===== src/rtl/pbap_pkg.sv =====
// Shared constants and types of the bus grant priority arbiter.
package pbap_pkg;
	localparam int NUM_REQ = 5;
	localparam int IDX_W = 3;
	localparam int SLOT_W = 3;
	localparam logic [SLOT_W-1:0] FAIR_LEN = 3'h5;
	localparam logic [3:0] ALT_LEN = 4'h8;
	localparam logic [IDX_W-1:0] IDX_INTERNAL = 3'h0;
	localparam logic [IDX_W-1:0] IDX_EXT0 = 3'h1;
	localparam logic [IDX_W-1:0] IDX_EXT3 = 3'h4;
	localparam int CFG_ADDR_W = 9;
	localparam logic [CFG_ADDR_W-1:0] PRI_CTRL_OFF = 9'h142;
	localparam int SCHEME_LSB = 8;
	localparam int TAKEAWAY_BIT = 10;
	localparam int OWNER_LSB = 12;
	localparam int OWNER_VALID_BIT = 15;
	localparam logic [15:0] PRI_CTRL_RESET = 16'h0000;

	typedef enum logic [1:0] {
		PBAP_FAIR = 2'b00,
		PBAP_ALT_EXT0 = 2'b01,
		PBAP_ALT_INT = 2'b10,
		PBAP_UNDEF = 2'b11
	} pbap_scheme_t;
endpackage : pbap_pkg


===== src/rtl/pbap_pick_if.sv =====
// Carrier between the arbiter core and its candidate picker.
`timescale 1ns/100ps
interface pbap_pick_if;
	import pbap_pkg::*;
	logic [NUM_REQ-1:0] req;
	pbap_scheme_t scheme;
	logic [SLOT_W-1:0] ptr;
	logic found;
	logic [IDX_W-1:0] win;
	logic [SLOT_W-1:0] nxt;
	modport core (output req, output scheme, output ptr, input found, input win, input nxt);
	modport picker (input req, input scheme, input ptr, output found, output win, output nxt);
endinterface : pbap_pick_if


===== src/rtl/pbap_picker.sv =====
// Walks the rotation sequence from the current slot to the first active requestor.
`timescale 1ns/100ps
module pbap_picker
	import pbap_pkg::*;
(
	pbap_pick_if.picker pk
);
	// Requestor index held by a given slot of the sequence for each scheme.
	function automatic logic [IDX_W-1:0] slot_owner(input pbap_scheme_t s,
		input logic [SLOT_W-1:0] slot);
		logic [IDX_W-1:0] odd_owner;
		odd_owner = (slot[2:1] == 2'h0) ? IDX_INTERNAL : {1'b0, slot[2:1]} + IDX_EXT0;
		unique case (s)
			PBAP_ALT_EXT0: slot_owner = slot[0] ? odd_owner : IDX_EXT0;
			PBAP_ALT_INT: slot_owner = slot[0] ? ((slot[2:1] == 2'h0) ? IDX_EXT0 :
				{1'b0, slot[2:1]} + IDX_EXT0) : IDX_INTERNAL;
			default: slot_owner = slot;
		endcase
	endfunction : slot_owner

	always_comb begin
		logic [3:0] len;
		logic [3:0] idx;
		logic [IDX_W-1:0] who;
		len = 4'h0;
		idx = 4'h0;
		who = IDX_INTERNAL;
		pk.found = 1'b0;
		pk.win = IDX_INTERNAL;
		pk.nxt = pk.ptr;
		len = (pk.scheme == PBAP_ALT_EXT0 || pk.scheme == PBAP_ALT_INT) ? ALT_LEN :
			{1'b0, FAIR_LEN};
		for (int i = 0; i < 8; i++) begin
			idx = {1'b0, pk.ptr} + 4'(i);
			if (idx >= len) begin
				idx = idx - len;
			end
			who = slot_owner(pk.scheme, idx[SLOT_W-1:0]);
			if (4'(i) < len && !pk.found && pk.req[who]) begin
				pk.found = 1'b1;
				pk.win = who;
				pk.nxt = (idx + 4'h1 >= len) ? 3'h0 : 3'(idx + 4'h1);
			end
		end
	end
endmodule : pbap_picker


===== src/rtl/pbap_arbiter.sv =====
// Bus grant arbiter with rotating priority schemes and optional grant take-away.
// Function
// - Scheme 00 gives fair round-robin rotation.
// - Fair order: internal, 0, 1, 2, 3.
// - Idle requestors are skipped in rotation.
// - Scheme 01 alternates requestor 0 with others.
// - Scheme 10 alternates internal with others.
// - Take-away off: grant held until release.
// - Take-away on: other request removes grant.
// - Priority control register is software read/write.
`timescale 1ns/100ps
module pbap_arbiter
	import pbap_pkg::*;
(
	input wire logic REF_CLK,
	input wire logic SYS_RST,
	input wire logic INT_REQ,
	input wire logic [3:0] REQ_N,
	output logic INT_GNT,
	output logic [3:0] GNT_N,
	input wire logic CFG_WE,
	input wire logic [CFG_ADDR_W-1:0] CFG_ADDR,
	input wire logic [15:0] CFG_WDATA,
	output logic [15:0] CFG_RDATA
);
	pbap_pick_if pk ();
	pbap_scheme_t scheme_q;
	logic takeaway_q;
	logic [SLOT_W-1:0] ptr_q;
	logic [IDX_W-1:0] last_q;
	logic [NUM_REQ-1:0] req;
	logic [NUM_REQ-1:0] gnt;
	logic owner_req;
	logic other_req;
	logic cfg_hit;
	logic scheme_change;

	assign req = {~REQ_N, INT_REQ};
	assign gnt = {~GNT_N, INT_GNT};
	assign owner_req = |(gnt & req);
	assign other_req = |(req & ~gnt);
	assign cfg_hit = CFG_WE && (CFG_ADDR == PRI_CTRL_OFF);
	assign scheme_change = cfg_hit && (CFG_WDATA[SCHEME_LSB+1:SCHEME_LSB] != scheme_q);

	assign pk.req = req;
	assign pk.scheme = scheme_q;
	assign pk.ptr = ptr_q;

	pbap_picker u_picker (
		.pk(pk.picker)
	);

	always_ff @(posedge REF_CLK) begin
		if (SYS_RST) begin
			scheme_q <= pbap_scheme_t'(PRI_CTRL_RESET[SCHEME_LSB+1:SCHEME_LSB]);
			takeaway_q <= PRI_CTRL_RESET[TAKEAWAY_BIT];
		end else if (cfg_hit) begin
			scheme_q <= pbap_scheme_t'(CFG_WDATA[SCHEME_LSB+1:SCHEME_LSB]);
			takeaway_q <= CFG_WDATA[TAKEAWAY_BIT];
		end
	end

	always_ff @(posedge REF_CLK) begin
		if (SYS_RST) begin
			CFG_RDATA <= 16'h0000;
		end else begin
			CFG_RDATA <= 16'h0000;
			if (CFG_ADDR == PRI_CTRL_OFF) begin
				CFG_RDATA[SCHEME_LSB+1:SCHEME_LSB] <= scheme_q;
				CFG_RDATA[TAKEAWAY_BIT] <= takeaway_q;
				CFG_RDATA[OWNER_LSB+IDX_W-1:OWNER_LSB] <= last_q;
				CFG_RDATA[OWNER_VALID_BIT] <= |gnt;
			end
		end
	end

	// Grants change only between ownerships, so a release costs one idle cycle.
	always_ff @(posedge REF_CLK) begin
		if (SYS_RST) begin
			INT_GNT <= 1'b0;
			GNT_N <= 4'hF;
		end else if (|gnt) begin
			if (!owner_req || (takeaway_q && other_req)) begin
				INT_GNT <= 1'b0;
				GNT_N <= 4'hF;
			end
		end else if (pk.found) begin
			INT_GNT <= (pk.win == IDX_INTERNAL);
			for (int i = 0; i < 4; i++) begin
				GNT_N[i] <= (pk.win != 3'(i + 1));
			end
		end
	end

	// A scheme switch restarts its sequence, since old slot numbers mean nothing.
	always_ff @(posedge REF_CLK) begin
		if (SYS_RST) begin
			ptr_q <= 3'h0;
			last_q <= IDX_EXT3;
		end else if (scheme_change) begin
			ptr_q <= 3'h0;
			last_q <= IDX_EXT3;
		end else if (!(|gnt) && pk.found) begin
			ptr_q <= pk.nxt;
			last_q <= pk.win;
		end
	end

	property p_onehot_grant;
		@(posedge REF_CLK) disable iff (SYS_RST) $onehot0(gnt);
	endproperty
	a_onehot_grant: assert property (p_onehot_grant) else $error("more than one grant");

	property p_idle_skip;
		@(posedge REF_CLK) disable iff (SYS_RST) (gnt == 5'h00 && req != 5'h00) |=> gnt != 5'h00;
	endproperty
	a_idle_skip: assert property (p_idle_skip) else $error("active request left ungranted");

	property p_reset_fair;
		@(posedge REF_CLK) $past(SYS_RST) && !SYS_RST |-> scheme_q == PBAP_FAIR && !takeaway_q;
	endproperty
	a_reset_fair: assert property (p_reset_fair) else $error("scheme not fair after reset");

	property p_fair_order;
		@(posedge REF_CLK) disable iff (SYS_RST)
		((scheme_q == PBAP_FAIR || scheme_q == PBAP_UNDEF) && !CFG_WE && gnt == 5'h00
			&& req[1] && last_q == IDX_INTERNAL) |=> gnt == 5'h02;
	endproperty
	a_fair_order: assert property (p_fair_order) else $error("fair rotation out of order");

	property p_fair_wrap;
		@(posedge REF_CLK) disable iff (SYS_RST)
		(scheme_q == PBAP_FAIR && !CFG_WE && gnt == 5'h00 && req[0]
			&& last_q == IDX_EXT3) |=> gnt == 5'h01;
	endproperty
	a_fair_wrap: assert property (p_fair_wrap) else $error("fair rotation did not wrap");

	property p_alt_ext0;
		@(posedge REF_CLK) disable iff (SYS_RST)
		(scheme_q == PBAP_ALT_EXT0 && !CFG_WE && gnt == 5'h00 && req[1]
			&& last_q != IDX_EXT0) |=> gnt == 5'h02;
	endproperty
	a_alt_ext0: assert property (p_alt_ext0) else $error("requestor 0 missed its slot");

	property p_alt_int;
		@(posedge REF_CLK) disable iff (SYS_RST)
		(scheme_q == PBAP_ALT_INT && !CFG_WE && gnt == 5'h00 && req[0]
			&& last_q != IDX_INTERNAL) |=> gnt == 5'h01;
	endproperty
	a_alt_int: assert property (p_alt_int) else $error("internal request missed its slot");

	property p_hold_grant;
		@(posedge REF_CLK) disable iff (SYS_RST)
		(!takeaway_q && gnt != 5'h00 && owner_req) |=> gnt == $past(gnt);
	endproperty
	a_hold_grant: assert property (p_hold_grant) else $error("grant dropped while requested");

	property p_takeaway;
		@(posedge REF_CLK) disable iff (SYS_RST)
		(takeaway_q && gnt != 5'h00 && other_req) |=> gnt == 5'h00;
	endproperty
	a_takeaway: assert property (p_takeaway) else $error("grant not taken away");

	property p_readback;
		@(posedge REF_CLK) disable iff (SYS_RST)
		(cfg_hit ##1 (CFG_ADDR == PRI_CTRL_OFF && !CFG_WE)) |=>
			CFG_RDATA[TAKEAWAY_BIT:SCHEME_LSB] == $past(CFG_WDATA[TAKEAWAY_BIT:SCHEME_LSB], 2);
	endproperty
	a_readback: assert property (p_readback) else $error("control register readback wrong");

	c_ext0_grant: cover property (@(posedge REF_CLK) disable iff (SYS_RST)
		scheme_q == PBAP_ALT_EXT0 && gnt == 5'h02);
	c_int_grant: cover property (@(posedge REF_CLK) disable iff (SYS_RST)
		scheme_q == PBAP_ALT_INT && gnt == 5'h01);
	c_takeaway: cover property (@(posedge REF_CLK) disable iff (SYS_RST)
		takeaway_q && gnt != 5'h00 && other_req ##1 gnt == 5'h00);
	c_fair_ext3: cover property (@(posedge REF_CLK) disable iff (SYS_RST)
		scheme_q == PBAP_FAIR && gnt == 5'h10);
endmodule : pbap_arbiter


===== config.mk =====
export PLATFORM = sky130hd
export DESIGN_NAME = pbap_arbiter
export DESIGN_NICKNAME = d
export VERILOG_FILES = /design/src/rtl/pbap_pkg.sv /design/src/rtl/pbap_pick_if.sv /design/src/rtl/pbap_picker.sv /design/src/rtl/pbap_arbiter.sv
export SDC_FILE = /design/constraint.sdc
export NUM_CORES = 1
export LEC_CHECK = 0
export BUFFER_PORTS_ARGS = -buffer_cell sky130_fd_sc_hd__buf_2
export CORE_MARGIN = 2
export CORE_UTILIZATION = 62
export DETAILED_ROUTE_END_ITERATION = 10
export GPL_TIMING_DRIVEN = 0
export PLACE_DENSITY = 0.83
export SYNTH_ARGS = -nofsm -noshare
export SYNTH_HDL_FRONTEND = slang
export SYNTH_HIERARCHICAL = 1
export SYNTH_SLANG_ARGS = --single-unit

===== constraint.sdc =====
create_clock -name REF_CLK -period 8.6 [get_ports REF_CLK]
set_input_delay 1.72 -clock REF_CLK [delete_from_list [all_inputs] [get_ports REF_CLK]]
set_output_delay 1.72 -clock REF_CLK [all_outputs]
set_load 0.02 [all_outputs]

; Word-level counts from Yosys, hierarchy flattened
; Cells that the tools add are included.
[totals]
wordCells = 237
out_inout_bits = 21
input_bits = 33
reg_bits = 30
[op_classes]
mux = 103
add_sub_neg = 31
n_eq_ne = 9
bitwise = 6
order_cmp = 32
n_reduce_logical = 48
[ops]
columns = op, count
row1 = 3-bit two-way mux, 56
row2 = 4-bit >= comparator, 15
row3 = 4-bit two-way mux, 12
row4 = 3-bit case mux with 2 select lines, 8
row5 = "4-bit by 1-bit adder with 4-bit output, second input constant", 8
row6 = "3-bit by 4-bit less-than comparator with 1-bit output, second input constant", 8
row7 = 4-bit subtractor, 7
row8 = "2-bit by 1-bit adder with 3-bit output, second input constant", 8
row9 = 1-bit binary-select mux with 3-bit select, 8
row10 = 1-bit logical AND, 19
row11 = 1-bit two-way mux, 19
row12 = "3-bit by 3-bit adder with 4-bit output, second input constant", 4
row13 = 2-bit logical NOT, 8
row14 = "3-bit by 4-bit less-than comparator with 1-bit output, first input constant", 4
row15 = 5-bit OR reduction, 3
row16 = 5-bit AND, 2
row17 = "9-bit == test, second input constant", 1
row18 = 1-bit logical NOT, 9
row19 = "3-bit by 2-bit adder with 4-bit output, second input constant", 2
row20 = "1-bit by 4-bit less-than comparator with 1-bit output, first input constant", 2
row21 = "2-bit by 4-bit less-than comparator with 1-bit output, first input constant", 2
row22 = 4-bit inverter, 2
row23 = 8-bit nonzero test, 1
row24 = "3-bit by 2-bit != test with 1-bit output, second input constant", 2
row25 = other kinds (16), 19

; Logic depth before layout (Yosys ltp)
; Gate-level depths: netlist of run 1.
[logic_depth]
ltp_word = 44
mapped_depth = 28
mapped_depth_nobuf = 24

; Hierarchy
; Netlist of run 1, hierarchy kept.
[modules_own_cells]
columns = mod, area_each_um2, n_inst, seq_area_each_um2, cells_each
row1 = pbap_picker, 4385.5, 1, 0.0, 610
row2 = pbap_arbiter, 974.7, 1, 420.4, 106

; Worst setup path before layout of run 1
; No wires, ideal clock.
[synth_path]
path_type = register to register
startpoint = register scheme_q[0] (netlist: pk.scheme[0])
endpoint = register GNT_N[3]
t_arrival_ps = 6217
path_buffers = 4
setup_time_ps = 121
synth_period_minus_slack_ps = 6338
setup_slack_ps = 2262
t_required_ps = 8479
stages_incl_launch_ff = 25
path_cell_list = dfxtp_1 > inv_1 > ha_1 > clkbuf_1 > inv_1 > clkbuf_1 > clkbuf_1 > ha_1 > o21ai_0 > a31oi_1 > o32ai_1 > ha_1 > and3_1 > a2bb2oi_1 > nor3b_1 > o31ai_1 > nand3_1 > nor3_2 > buf_4 > nand3_1 > o221a_1 > nor4_1 > nand2_1 > a21oi_1 > nand2_1
[synth_between]
elab_chain_cells = 44
word_cells_on_any_way = 151
classes_between = add/sub: 16 / order compare: 16 / eq/ne: 3 / mux: 83 / reduce/logical: 33
[synth_lines]
columns = item, line_no
row1 = start: declaration, pbap_arbiter.sv:27  ; pbap_scheme_t scheme_q;
row2 = start signal: assignment, pbap_arbiter.sv:55  ; scheme_q <= pbap_scheme_t'(PRI_CTRL_RESET[SCHEME_LSB+1:SCHEME_LSB]);
row3 = start signal: assignment, pbap_arbiter.sv:58  ; scheme_q <= pbap_scheme_t'(CFG_WDATA[SCHEME_LSB+1:SCHEME_LSB]);
row4 = 2-bit by 1-bit == test with 1-bit output or 2-bit == test (tied branches), "pbap_picker.sv:13, pbap_picker.sv:31"
row5 = 1-bit logical OR, pbap_picker.sv:31  ; len = (pk.scheme == PBAP_ALT_EXT0 || pk.scheme == PBAP_ALT_INT) ? ALT_LEN :
row6 = 4-bit two-way mux, pbap_picker.sv:31
row7 = 3-bit by 4-bit subtractor with 4-bit output or 3-bit by 4-bit >= comparator with 1-bit output (tied branches), "pbap_picker.sv:36, pbap_picker.sv:35"
row8 = 4-bit two-way mux, pbap_picker.sv:35  ; if (idx >= len) begin
row9 = 2-bit by 1-bit adder with 3-bit output or 2-bit logical NOT (tied branches), "pbap_picker.sv:12, pbap_picker.sv:16, pbap_picker.sv:15"
row10 = "3-bit two-way mux, on equally long branches", "pbap_picker.sv:15, pbap_picker.sv:12"
row11 = "3-bit two-way mux, on equally long branches", "pbap_picker.sv:15, pbap_picker.sv:14"
row12 = (+28 left out), n/a
row13 = 1-bit two-way mux, pbap_picker.sv:39  ; if (4'(i) < len && !pk.found && pk.req[who]) begin
row14 = 1-bit logical NOT, pbap_picker.sv:39
row15 = 1-bit logical AND (2 in a row), pbap_picker.sv:39
row16 = 3-bit two-way mux *, pbap_picker.sv:39
row17 = net pk.win[1], pbap_pick_if.sv:9  ; logic [IDX_W-1:0] win;
row18 = 3-bit != test *, pbap_arbiter.sv:90  ; GNT_N[i] <= (pk.win != 3'(i + 1));
row19 = 4-bit two-way mux *, pbap_arbiter.sv:87  ; end else if (pk.found) begin
row20 = 4-bit two-way mux *, pbap_arbiter.sv:82  ; end else if (|gnt) begin
row21 = end signal: indexed assignment, pbap_arbiter.sv:90
row22 = end: declaration, pbap_arbiter.sv:20  ; output logic [3:0] GNT_N,
; The timed path passes the listed nets; every way through them passes the cells marked *. The select of a mux whose other input is x is not followed.
; A chain may end at the register's enable or synchronous reset.

; Worst setup path after layout of run 1
[layout_path]
startpoint = register scheme_q[0] (netlist: pk.scheme[0])
endpoint = register GNT_N[1]
[layout_between]
word_cells_on_any_way = 151
classes_between = add/sub: 16 / order compare: 16 / eq/ne: 3 / mux: 83 / reduce/logical: 33
[layout_lines]
columns = item, line_no
row1 = 2-bit by 1-bit == test with 1-bit output or 2-bit == test (tied branches), "pbap_picker.sv:13, pbap_picker.sv:31"
row2 = 1-bit logical OR, pbap_picker.sv:31
row3 = 4-bit two-way mux, pbap_picker.sv:31
row4 = 3-bit by 4-bit subtractor with 4-bit output or 3-bit by 4-bit >= comparator with 1-bit output (tied branches), "pbap_picker.sv:36, pbap_picker.sv:35"
row5 = 4-bit two-way mux, pbap_picker.sv:35
row6 = 2-bit by 1-bit adder with 3-bit output or 2-bit logical NOT (tied branches), "pbap_picker.sv:12, pbap_picker.sv:16, pbap_picker.sv:15"
row7 = "3-bit two-way mux, on equally long branches", "pbap_picker.sv:15, pbap_picker.sv:12"
row8 = "3-bit two-way mux, on equally long branches", "pbap_picker.sv:15, pbap_picker.sv:14"
row9 = (+26 left out), n/a
row10 = 1-bit logical AND (2 in a row), pbap_picker.sv:39
row11 = 1-bit two-way mux, pbap_picker.sv:39
row12 = 1-bit logical NOT, pbap_picker.sv:39
row13 = 1-bit logical AND (2 in a row), pbap_picker.sv:39
row14 = 1-bit two-way mux *, pbap_picker.sv:39
row15 = net pk.found, pbap_pick_if.sv:8  ; logic found;
row16 = 2-bit nonzero test (no line) *, n/a
row17 = 2-bit AND reduction (no line) *, n/a
; Marked as above.

==> results of run 1 <==
==> layout make-up <==
cell class / instances / area (um^2)
Inverter: 48 / 180
Buffer: 35 / 186
Timing Repair Buffer: 30 / 150
Sequential cell: 21 / 420
Multi-Input combinational cell: 620 / 4610
Clock inverter: 1 / 5.00
Tap cell: 105 / 131
Clock buffer: 3 / 41.3
Fill cell: 711 / 2580
==> sequential cells by signal (all words and copies together) (netlist names) <==
register    count
pk.ptr          3
last_q          3
GNT_N           4
CFG_RDATA       7
pk.scheme       2
INT_GNT         1
takeaway_q      1
==> kinds of logic (layout without fill, tap and decap cells) <==
logic type               after synthesis  after routing  synth area share
AO/OA/AOI/OAI                        213            213             0.291
buffers and inverters                 83            117            0.0682
flip-flops                            21             21            0.0784
adder cells (fa/ha/maj)               81             81             0.195
XOR/XNOR                              29             29            0.0474
multiplexers                          33             33            0.0665
other                                  1              9          0.000700
AND/OR/NAND/NOR                      255            255             0.253
==> critical path, cell delays in order, from the launching register on <==
cell	delay [ps]
dfxtp_1	410
inv_1	70
ha_2	840
clkbuf_1	390
inv_1	100
clkbuf_1	240
clkbuf_2	520
ha_1	510
o21ai_0	180
a31oi_1	120
o32ai_1	920
ha_1	410
and3_1	160
a2bb2oi_1	570
nor3b_1	150
o31ai_1	460
nand3_1	240
nor3_2	230
buf_4	220
nand2_1	100
or3_1	440
nand3_1	150
nor2_2	80
a21oi_1	290
nand3_1	130
==> cells in the mapped netlist (6+ instances only) <==
cell type	count
o31ai_1	8
nor4_1	7
and3_1	6
dfxtp_1	21
nor2b_1	8
nand3_1	21
o221ai_1	8
nor2_1	43
clkbuf_1	16
xnor2_1	16
a31oi_1	6
mux2_2	7
o21a_1	6
xor2_1	13
a21oi_1	43
o22ai_1	8
a221oi_1	6
or2_2	8
and2_1	12
inv_1	47
o21ai_0	28
mux2i_1	24
ha_1	77
nand2b_1	13
a21o_1	16
o211ai_1	14
nor3_1	15
buf_4	11
nand2_1	78
==> power groups by stage <==
stage	Sequential [mW]	Clock (mW)	Combinational, mW
after detailed placement	0.134	0	1.77
after floorplan	0.133	0	1.36
after global placement	0.133	0	1.71
after global routing	0.134	0.0707	2.02
after CTS	0.131	0.0670	1.78
final	0.132	0.0661	1.83
==> routing by layer <==
metal,GRT usage,vias up,share of wire
met2,0.588,287,0.47
met1,0.454,2709,0.42
met3,0.0535,43,0.087
li1,-,2734,-
met4,0.109,0,0.027
met5,0,-,0
==> what timing repair did <==
| action | 4_1_cts | 5_1_grt |
|---|---|---|
| endpoints found under the hold margin | 0 | 0 |
| endpoints found under the setup margin | 0 | 11 |
| resized for setup | 0 | 1 |
==> worst max-delay path by stage <==
stage,start,to,slack [ps],cells past startpoint
after floorplan,pk.scheme[0],GNT_N[3],2260,24
after global placement,pk.scheme[0],GNT_N[3],110,24
after detailed placement,pk.scheme[0],GNT_N[1],330,24
after CTS,pk.scheme[0],GNT_N[1],290,24
after global routing,pk.scheme[0],GNT_N[3],60,24
final,pk.scheme[0],GNT_N[1],520,24
==> flow_summary.yaml, run 1 <==
outcome:
  status: "complete, no violations"
final_layout:
  final_cells: 863
  post_route_cells_drive_above_1_share: 0.123
  mostFrequentLayoutCell: "nand2_1"
  area_growth_pct: 6.75
  nets: 873
  final_core_util: 0.689
  final_cell_mix: "nand2_1 (78), ha_1 (76), inv_1 (47)"
  n_antenna_cell: 0
  design_area_um2: 5720
setup_path:
  critPathArrivalTime_ps: 8220
  reg2regPathDepth: 24
  required_ps: 8750
  crit_fanout: 30
  reg2reg_slack_ps: 520
  crit_path_start_kind: "register"
  reg2reg_from: "pk.scheme[0]"
  cp-end-kind: "register"
  worstSetupPathType: "reg -> reg"
  r2r-end: "GNT_N[1]"
yosys:
  synth_area_leaders: "ha_1 (18%), dfxtp_1 (7.8%), nand2_1 (5.5%)"
  yosysTopAreaCellShare: 0.180
  ys_seq_area_frac: 0.0784
  syn_area_um2: 5360
  ys_types: 93
  yosysTopAreaCell: "ha_1"
  synth_edf_count: 0
  yosys_most_used_dff: "dfxtp_1"
  syn_area_per_cell_um2: 7.49
  yosys_warnings: 6
  synthArstFlopShare: 0
  synth-seq-cells: 21
  synthCells: 716
clocking:
  clkTransAtPathRegs_ps: 80
  cts_max_level: 1
  cts_buffers: 3
  root_buffer: "clkbuf_8"
  clkSinkCount: 21
  cts_tree: "yes"
  cts_setup_buffers: 0
  cts_buffer_depth: 2
  clk_latency_ps: 270
  ctsHoldBuffers: 0
sta:
  hold_viol_final: 0
  rsz0062_at_grt: "false"
  timing.hold.ws_ps: 463
  fmaxAchievable_ghz: 0.124
  setup_tns_ps: 0
  finalSetupViolations: 0
  worst_pin_slew_ps: 1180
  period_minus_slack_ps: 8080
  relSlewSlack: 0.214
  maxSlewViolCount: 0
  final.setup_skew_ps: 7.68
  final.period_utilization: 0.939
  setup_ws_ps: 523
drt:
  vias_per_cell: 6.69
  drt_pass1_iterations: 7
  drc_errors: 0
  ant_nets: 0
  routed_wl_um: 16800
  vias: 5773
  drt_iter0_drc: 435
  wire_per_inst_um: 19.4
power:
  swShare: 0.580
  p_clk_frac: 0.033
  cellPowerDensity_nw_per_um2: 354
  switchingPower_mw: 1.18
  finalPower_mw: 2.03
  leakagePower_nw: 2.56
  share_comb_of_total_power: 0.902
  seqPwrFrac: 0.065
  vdd_ir_drop_max_mv: 0.344
  p_int_mw: 0.850
placed_design:
  gp_congestion: 1.02
  dpl.hpwl_um: 13300
  pre_cts_slack_ps: 331
  io_buffers: 30
  dpl.cell_count: 859
  placed_cell_area_um2: 5670
global_route:
  grt_pass1_vias: 5467
  overflow: 0
  grt_max_degree: 31
  grt_pass1_wl_um: 27300
  grtUsageTotal: 0.348
  grt_antenna_before_repair: 0
floorplan:
  ioPinCount: 54
  die_h_um: 97.0
  core_um2: 8300
  dieArea_um2: 9410
  start_util: 0.646
  num_rows: 33
  fp.dieW_um: 97.0
run:
  cap_violations: 0
worst_hold_path:
  hp-start: "last_q[0]"
  hp-class: "reg -> reg"
  holdPathStages: 1
  worst_hold_path.endpoint: "CFG_RDATA[12]"
(Power assumes the default switching activity.)
==> run 2, diff against run 1 <==
--- a/config.mk
+++ b/config.mk
@@ -11,6 +11,7 @@
 export DETAILED_ROUTE_END_ITERATION = 10
 export GPL_TIMING_DRIVEN = 0
 export PLACE_DENSITY = 0.83
+export REMOVE_ABC_BUFFERS = 1
 export SYNTH_ARGS = -nofsm -noshare
 export SYNTH_HDL_FRONTEND = slang
 export SYNTH_HIERARCHICAL = 1
==> run 2 against run 1 <==
  * Setup slack better by 260 ps
  * Final cell count down 3.8%
  * Flip-flop and latch count unchanged
  * Wire length down 6.9%
  * Combinational power down 3%
  * First-iteration DRC count up 9.9%
  * Utilization down 1.9 points
  * Critical path type unchanged
  * Largest cell class unchanged
  * Largest power group unchanged
  * Highest routed layer unchanged
==> flow_summary.yaml, run 2 (synthesized netlist as in run 1, its figures left out) <==
outcome:
  status: "complete, no violations"
drt:
  vias: 5612
  ant_nets: 0
  drt_iter0_drc: 478
  wire_per_inst_um: 18.8
  drt_pass1_iterations: 9
  vias_per_cell: 6.76
  drc_errors: 0
  routed_wl_um: 15600
final_layout:
  post_route_cells_drive_above_1_share: 0.108
  area_growth_pct: 3.73
  mostFrequentLayoutCell: "nand2_1"
  n_antenna_cell: 0
  nets: 840
  design_area_um2: 5560
  largest_reg_flops: 7
  final_cells: 830
  final_cell_mix: "nand2_1 (78), ha_1 (76), inv_1 (47)"
  reg.largest.list: "CFG_RDATA (7), GNT_N (4)"
  regMostFlops: "CFG_RDATA"
clocking:
  cts_buffer_depth: 2
  clk_latency_ps: 260
  cts_setup_buffers: 0
  cts_buffers: 3
  root_buffer: "clkbuf_8"
  clkSinkCount: 21
  ctsHoldBuffers: 0
  cts_max_level: 1
  cts_tree: "yes"
  cts_resized: 0
  clkTransAtPathRegs_ps: 70
setup_path:
  crit_start: "pk.scheme[0]"
  required_ps: 8750
  cp-end-kind: "register"
  cp.buffers_inverters: 3
  crit_family: "compound AO/OA/AOI/OAI gates"
  crit_path_start_kind: "register"
  slowest_delay_ps: 1050
  worstSetupPathType: "reg -> reg"
  crit_fanout: 42
  cpMaxStageDelayCell: "inv_1"
  critPathArrivalTime_ps: 7970
  reg2reg_from: "pk.scheme[0]"
  worstPathCellList: "inv_1, ha_2, buf_12, inv_1, ha_1, o21ai_0, a31oi_1, o32ai_1, ha_1, and3_1, a2bb2oi_1, nor3b_1, o31ai_1, nand3_1, nor3_2, nand3_1, o221a_1, nor4_1, nand2_1, a21oi_1, nand2_1"
floorplan:
  dieArea_um2: 9410
  die_h_um: 97.0
  fp.dieW_um: 97.0
  start_util: 0.646
  num_rows: 33
  core_um2: 8300
  ioPinCount: 54
sta:
  fmaxAchievable_ghz: 0.128
  final.period_utilization: 0.909
  setup_ws_ps: 783
  relSlewSlack: 0.0454
  worst_pin_slew_ps: 1430
  hold_viol_final: 0
  final.setup_skew_ps: 4.04
  maxSlewViolCount: 0
  setup_tns_ps: 0
  rsz0062_at_grt: "false"
  period_minus_slack_ps: 7820
  finalSetupViolations: 0
placed_design:
  gp_congestion: 1.02
  placed_cell_area_um2: 5510
  dpl.cell_count: 826
  io_buffers: 31
  pre_cts_slack_ps: 1080
  dpl.hpwl_um: 12100
run:
  cap_violations: 0
worst_hold_path:
  hp-start: "last_q[0]"
  hp-class: "reg -> reg"
global_route:
  grt_max_degree: 43
  grt_pass1_wl_um: 26000
  grt_antenna_before_repair: 0
  grtUsageTotal: 0.327
  grt_pass1_vias: 5320
  overflow: 0
power:
  cellPowerDensity_nw_per_um2: 356
  vdd_ir_drop_max_mv: 0.195
  leakagePower_nw: 2.47
## run 2: changes by cell type in the layout (fill, tap and decap cells not counted), sizes merged
cell,previous run,this run
buf,49,32
clkbuf,19,3
## run 2: metrics by stage
stage,hold slack (ps),power [mW],util
global placement,457,1.81,0.662
finish,489,1.98,0.670
detailed placement,466,1.86,0.664
CTS,479,1.94,0.670
global route,494,2.18,0.670
floorplan,430,1.47,-
## run 2: where the power goes
group / internal [mW] / leakage [nW] / switching, mW
Combinational: 0.691 / 2.28 / 1.09
Clock: 0.0322 / 0.0255 / 0.0301
Sequential: 0.112 / 0.171 / 0.0296
## run 2: final timing paths
check	endpoint	slack [ps]	cells after the start
worst max-delay path	GNT_N[3]	780	21
worst min-delay path	CFG_RDATA[12]	490	1
worst max register to register	GNT_N[3]	780	21
worst min register to register	CFG_RDATA[12]	490	1
## run 2: layout make-up
cell class / count / area [um^2]
Clock buffer: 3 / 41.3
Fill cell: 701 / 2740
Multi-Input combinational cell: 620 / 4610
Clock inverter: 1 / 5.00
Tap cell: 105 / 131
Inverter: 48 / 180
Timing Repair Buffer: 32 / 175
Sequential cell: 21 / 420
## run 2: metal layers
metal	vias to the layer above	share of wire	track usage	wire (um)
met5	-	0	0	0
met4	0	0.022	0.0888	350
met3	29	0.071	0.0217	1100
met2	271	0.48	0.575	7470
met1	2646	0.43	0.431	6700
li1	2666	-	-	-
## run 2: worst register-to-register path: stages (launching register included)
cell	delay, ps
dfxtp_1	410
inv_1	70
ha_2	410
buf_12	230
inv_1	1060
ha_1	460
o21ai_0	210
a31oi_1	120
o32ai_1	920
ha_1	420
and3_1	160
a2bb2oi_1	510
nor3b_1	150
o31ai_1	480
nand3_1	240
nor3_2	610
nand3_1	200
o221a_1	360
nor4_1	390
nand2_1	100
a21oi_1	160
nand2_1	60
==> run 3, diff against run 2 <==
--- a/config.mk
+++ b/config.mk
@@ -14,5 +14,4 @@
 export REMOVE_ABC_BUFFERS = 1
 export SYNTH_ARGS = -nofsm -noshare
 export SYNTH_HDL_FRONTEND = slang
-export SYNTH_HIERARCHICAL = 1
 export SYNTH_SLANG_ARGS = --single-unit
==> run 3 against run 2 <==
  * Wire length grew 13%
  * Utilization fell by 0.74 points
  * Highest routed layer unchanged
  * Setup slack worse by 150 ps
  * Sequential share of layout area shrank 0.32 points
  * Flip-flop and latch count stayed put
  * Clock skew down 0.65 ps
  * Count of clock-buffer cells in the layout did not move
  * Largest cell class unchanged
  * Critical path type unchanged
==> flow_summary.yaml, run 3 <==
outcome:
  status: "complete, no violations"
run:
  cap_violations: 0
clocking:
  cts_buffers: 3
  root_buffer: "clkbuf_8"
  cts_max_level: 1
  clkTransAtPathRegs_ps: 80
  cts_buffer_depth: 2
  cts_setup_buffers: 0
  ctsHoldBuffers: 0
  clk_latency_ps: 270
  cts_resized: 0
  clkSinkCount: 21
  cts_tree: "yes"
floorplan:
  die_h_um: 99.3
  num_rows: 34
  fp.dieW_um: 99.3
  core_um2: 8760
  dieArea_um2: 9860
  start_util: 0.642
  ioPinCount: 54
yosys:
  yosysTopAreaCellShare: 0.167
  synth_top_family_by_area: "compound AO/OA/AOI/OAI gates"
  synth_compound_area_frac: 0.341
  synthArstFlopShare: 0
  synth_most_common_cell: "ha_1"
  synth_xor_area_frac: 0.0451
  yosys-top-cells-count: "ha_1 (75), nand2_1 (64), nor2_1 (58), a21oi_1 (50), inv_1 (46)"
  synth_edf_count: 0
  syn_area_per_cell_um2: 7.28
  synth-seq-cells: 21
  muxShareOfSynthArea: 0.0516
  yosys_most_used_dff: "dfxtp_1"
  syn_area_um2: 5630
  synth_area_leaders: "ha_1 (17%), dfxtp_1 (7.5%), a21oi_1 (4.4%)"
  yosys_warnings: 0
  ys_seq_area_frac: 0.0747
  synth_simple_gate_area_share: 0.239
  ys_types: 85
  synth_adder_area_share: 0.181
  yosysTopAreaCell: "ha_1"
  synthCells: 773
global_route:
  grtUsageTotal: 0.346
  grt_max_degree: 86
  grt_pass1_wl_um: 28200
  overflow: 0
  grt_pass1_vias: 5798
  grt_antenna_before_repair: 0
placed_design:
  placed_cell_area_um2: 5760
  dpl.cell_count: 878
  pre_cts_slack_ps: 852
  dpl.hpwl_um: 13200
  gp_congestion: 1.03
  io_buffers: 31
sta:
  relSlewSlack: 0.159
  maxSlewViolCount: 0
  hold_viol_final: 0
  fmaxAchievable_ghz: 0.125
  period_minus_slack_ps: 7970
  setup_ws_ps: 630
  setup_tns_ps: 0
  final.period_utilization: 0.927
  finalSetupViolations: 0
  worst_pin_slew_ps: 1260
  rsz0062_at_grt: "false"
  final.setup_skew_ps: 3.39
setup_path:
  crit_fanout: 85
  reg2regPathDepth: 18
  critPathArrivalTime_ps: 8130
  cp-end-kind: "register"
  required_ps: 8750
  crit_path_start_kind: "register"
  worstSetupPathType: "reg -> reg"
worst_hold_path:
  hp-class: "reg -> reg"
  holdPathStages: 1
final_layout:
  mostFrequentLayoutCell: "ha_1"
  design_area_um2: 5810
  area_growth_pct: 3.13
  regMostFlops: "CFG_RDATA"
  final_cell_mix: "ha_1 (74), nand2_1 (64), nor2_1 (58)"
  largest_reg_flops: 7
  n_antenna_cell: 0
  final_cells: 882
  reg.largest.list: "CFG_RDATA (7), GNT_N (4)"
  post_route_cells_drive_above_1_share: 0.0853
  nets: 887
drt:
  routed_wl_um: 17600
  drt_pass1_iterations: 5
  ant_nets: 0
  wire_per_inst_um: 20.0
  vias: 6268
  drc_errors: 0
  vias_per_cell: 7.11
  drt_iter0_drc: 643
run 3: kinds of logic (layout without fill, tap and decap cells):
| kind of cell | Yosys count | after routing |
|---|---|---|
| AND/OR/NAND/NOR | 260 | 260 |
| multiplexers | 27 | 27 |
| AO/OA/AOI/OAI | 267 | 267 |
| adder cells (fa/ha/maj) | 79 | 79 |
| other | 1 | 9 |
| XOR/XNOR | 29 | 29 |
| flip-flops | 21 | 21 |
| buffers and inverters | 89 | 82 |
run 3: layout make-up:
type,instances,area (um^2)
inverters,47,176
clock buffers,3,41.3
clock inverters,1,5.00
flip-flops and latches,21,420
fillers,792,2960
repair buffers,31,155
well taps,108,135
multi-input cells,671,4870
run 3: worst max-delay path: stages (launching register included):
cell      delay (ps)
dfxtp_1          410
inv_1            100
ha_4             880
inv_1            840
ha_1             530
or4b_4           510
a311o_1          470
nand2_1          170
inv_1            170
ha_1             260
a221oi_1         700
nor2_1           100
o211a_1          260
a311oi_1         380
o221a_1          300
and4bb_1         240
a31oi_1          870
or3b_1           450
o32a_1           180
run 3: final timing paths:
path	from	to	slack (ps)
worst max-delay path	pk.scheme[0]	GNT_N[0]	630
worst min-delay path	last_q[0]	CFG_RDATA[12]	460
worst min register to register	last_q[0]	CFG_RDATA[12]	460
worst max register to register	pk.scheme[0]	GNT_N[0]	630
run 3: stage by stage:
stage	util	hold slack, ps
after floorplan	-	424
after global placement	0.656	433
after detailed placement	0.657	439
after CTS	0.663	457
after global routing	0.663	482
final	0.663	456
run 3: per-layer routing:
metal | vias up | wire [um] | global-route usage
met5 | - | 0 | 0
met4 | 0 | 787 | 0.156
met1 | 2943 | 7390 | 0.454
met2 | 323 | 8270 | 0.577
li1 | 2939 | - | -
met3 | 63 | 1200 | 0.0302
Power of run 3 is left out: the tool's default activity adds up to more than one toggle a clock period on the data nets, which glitch-free logic cannot reach.
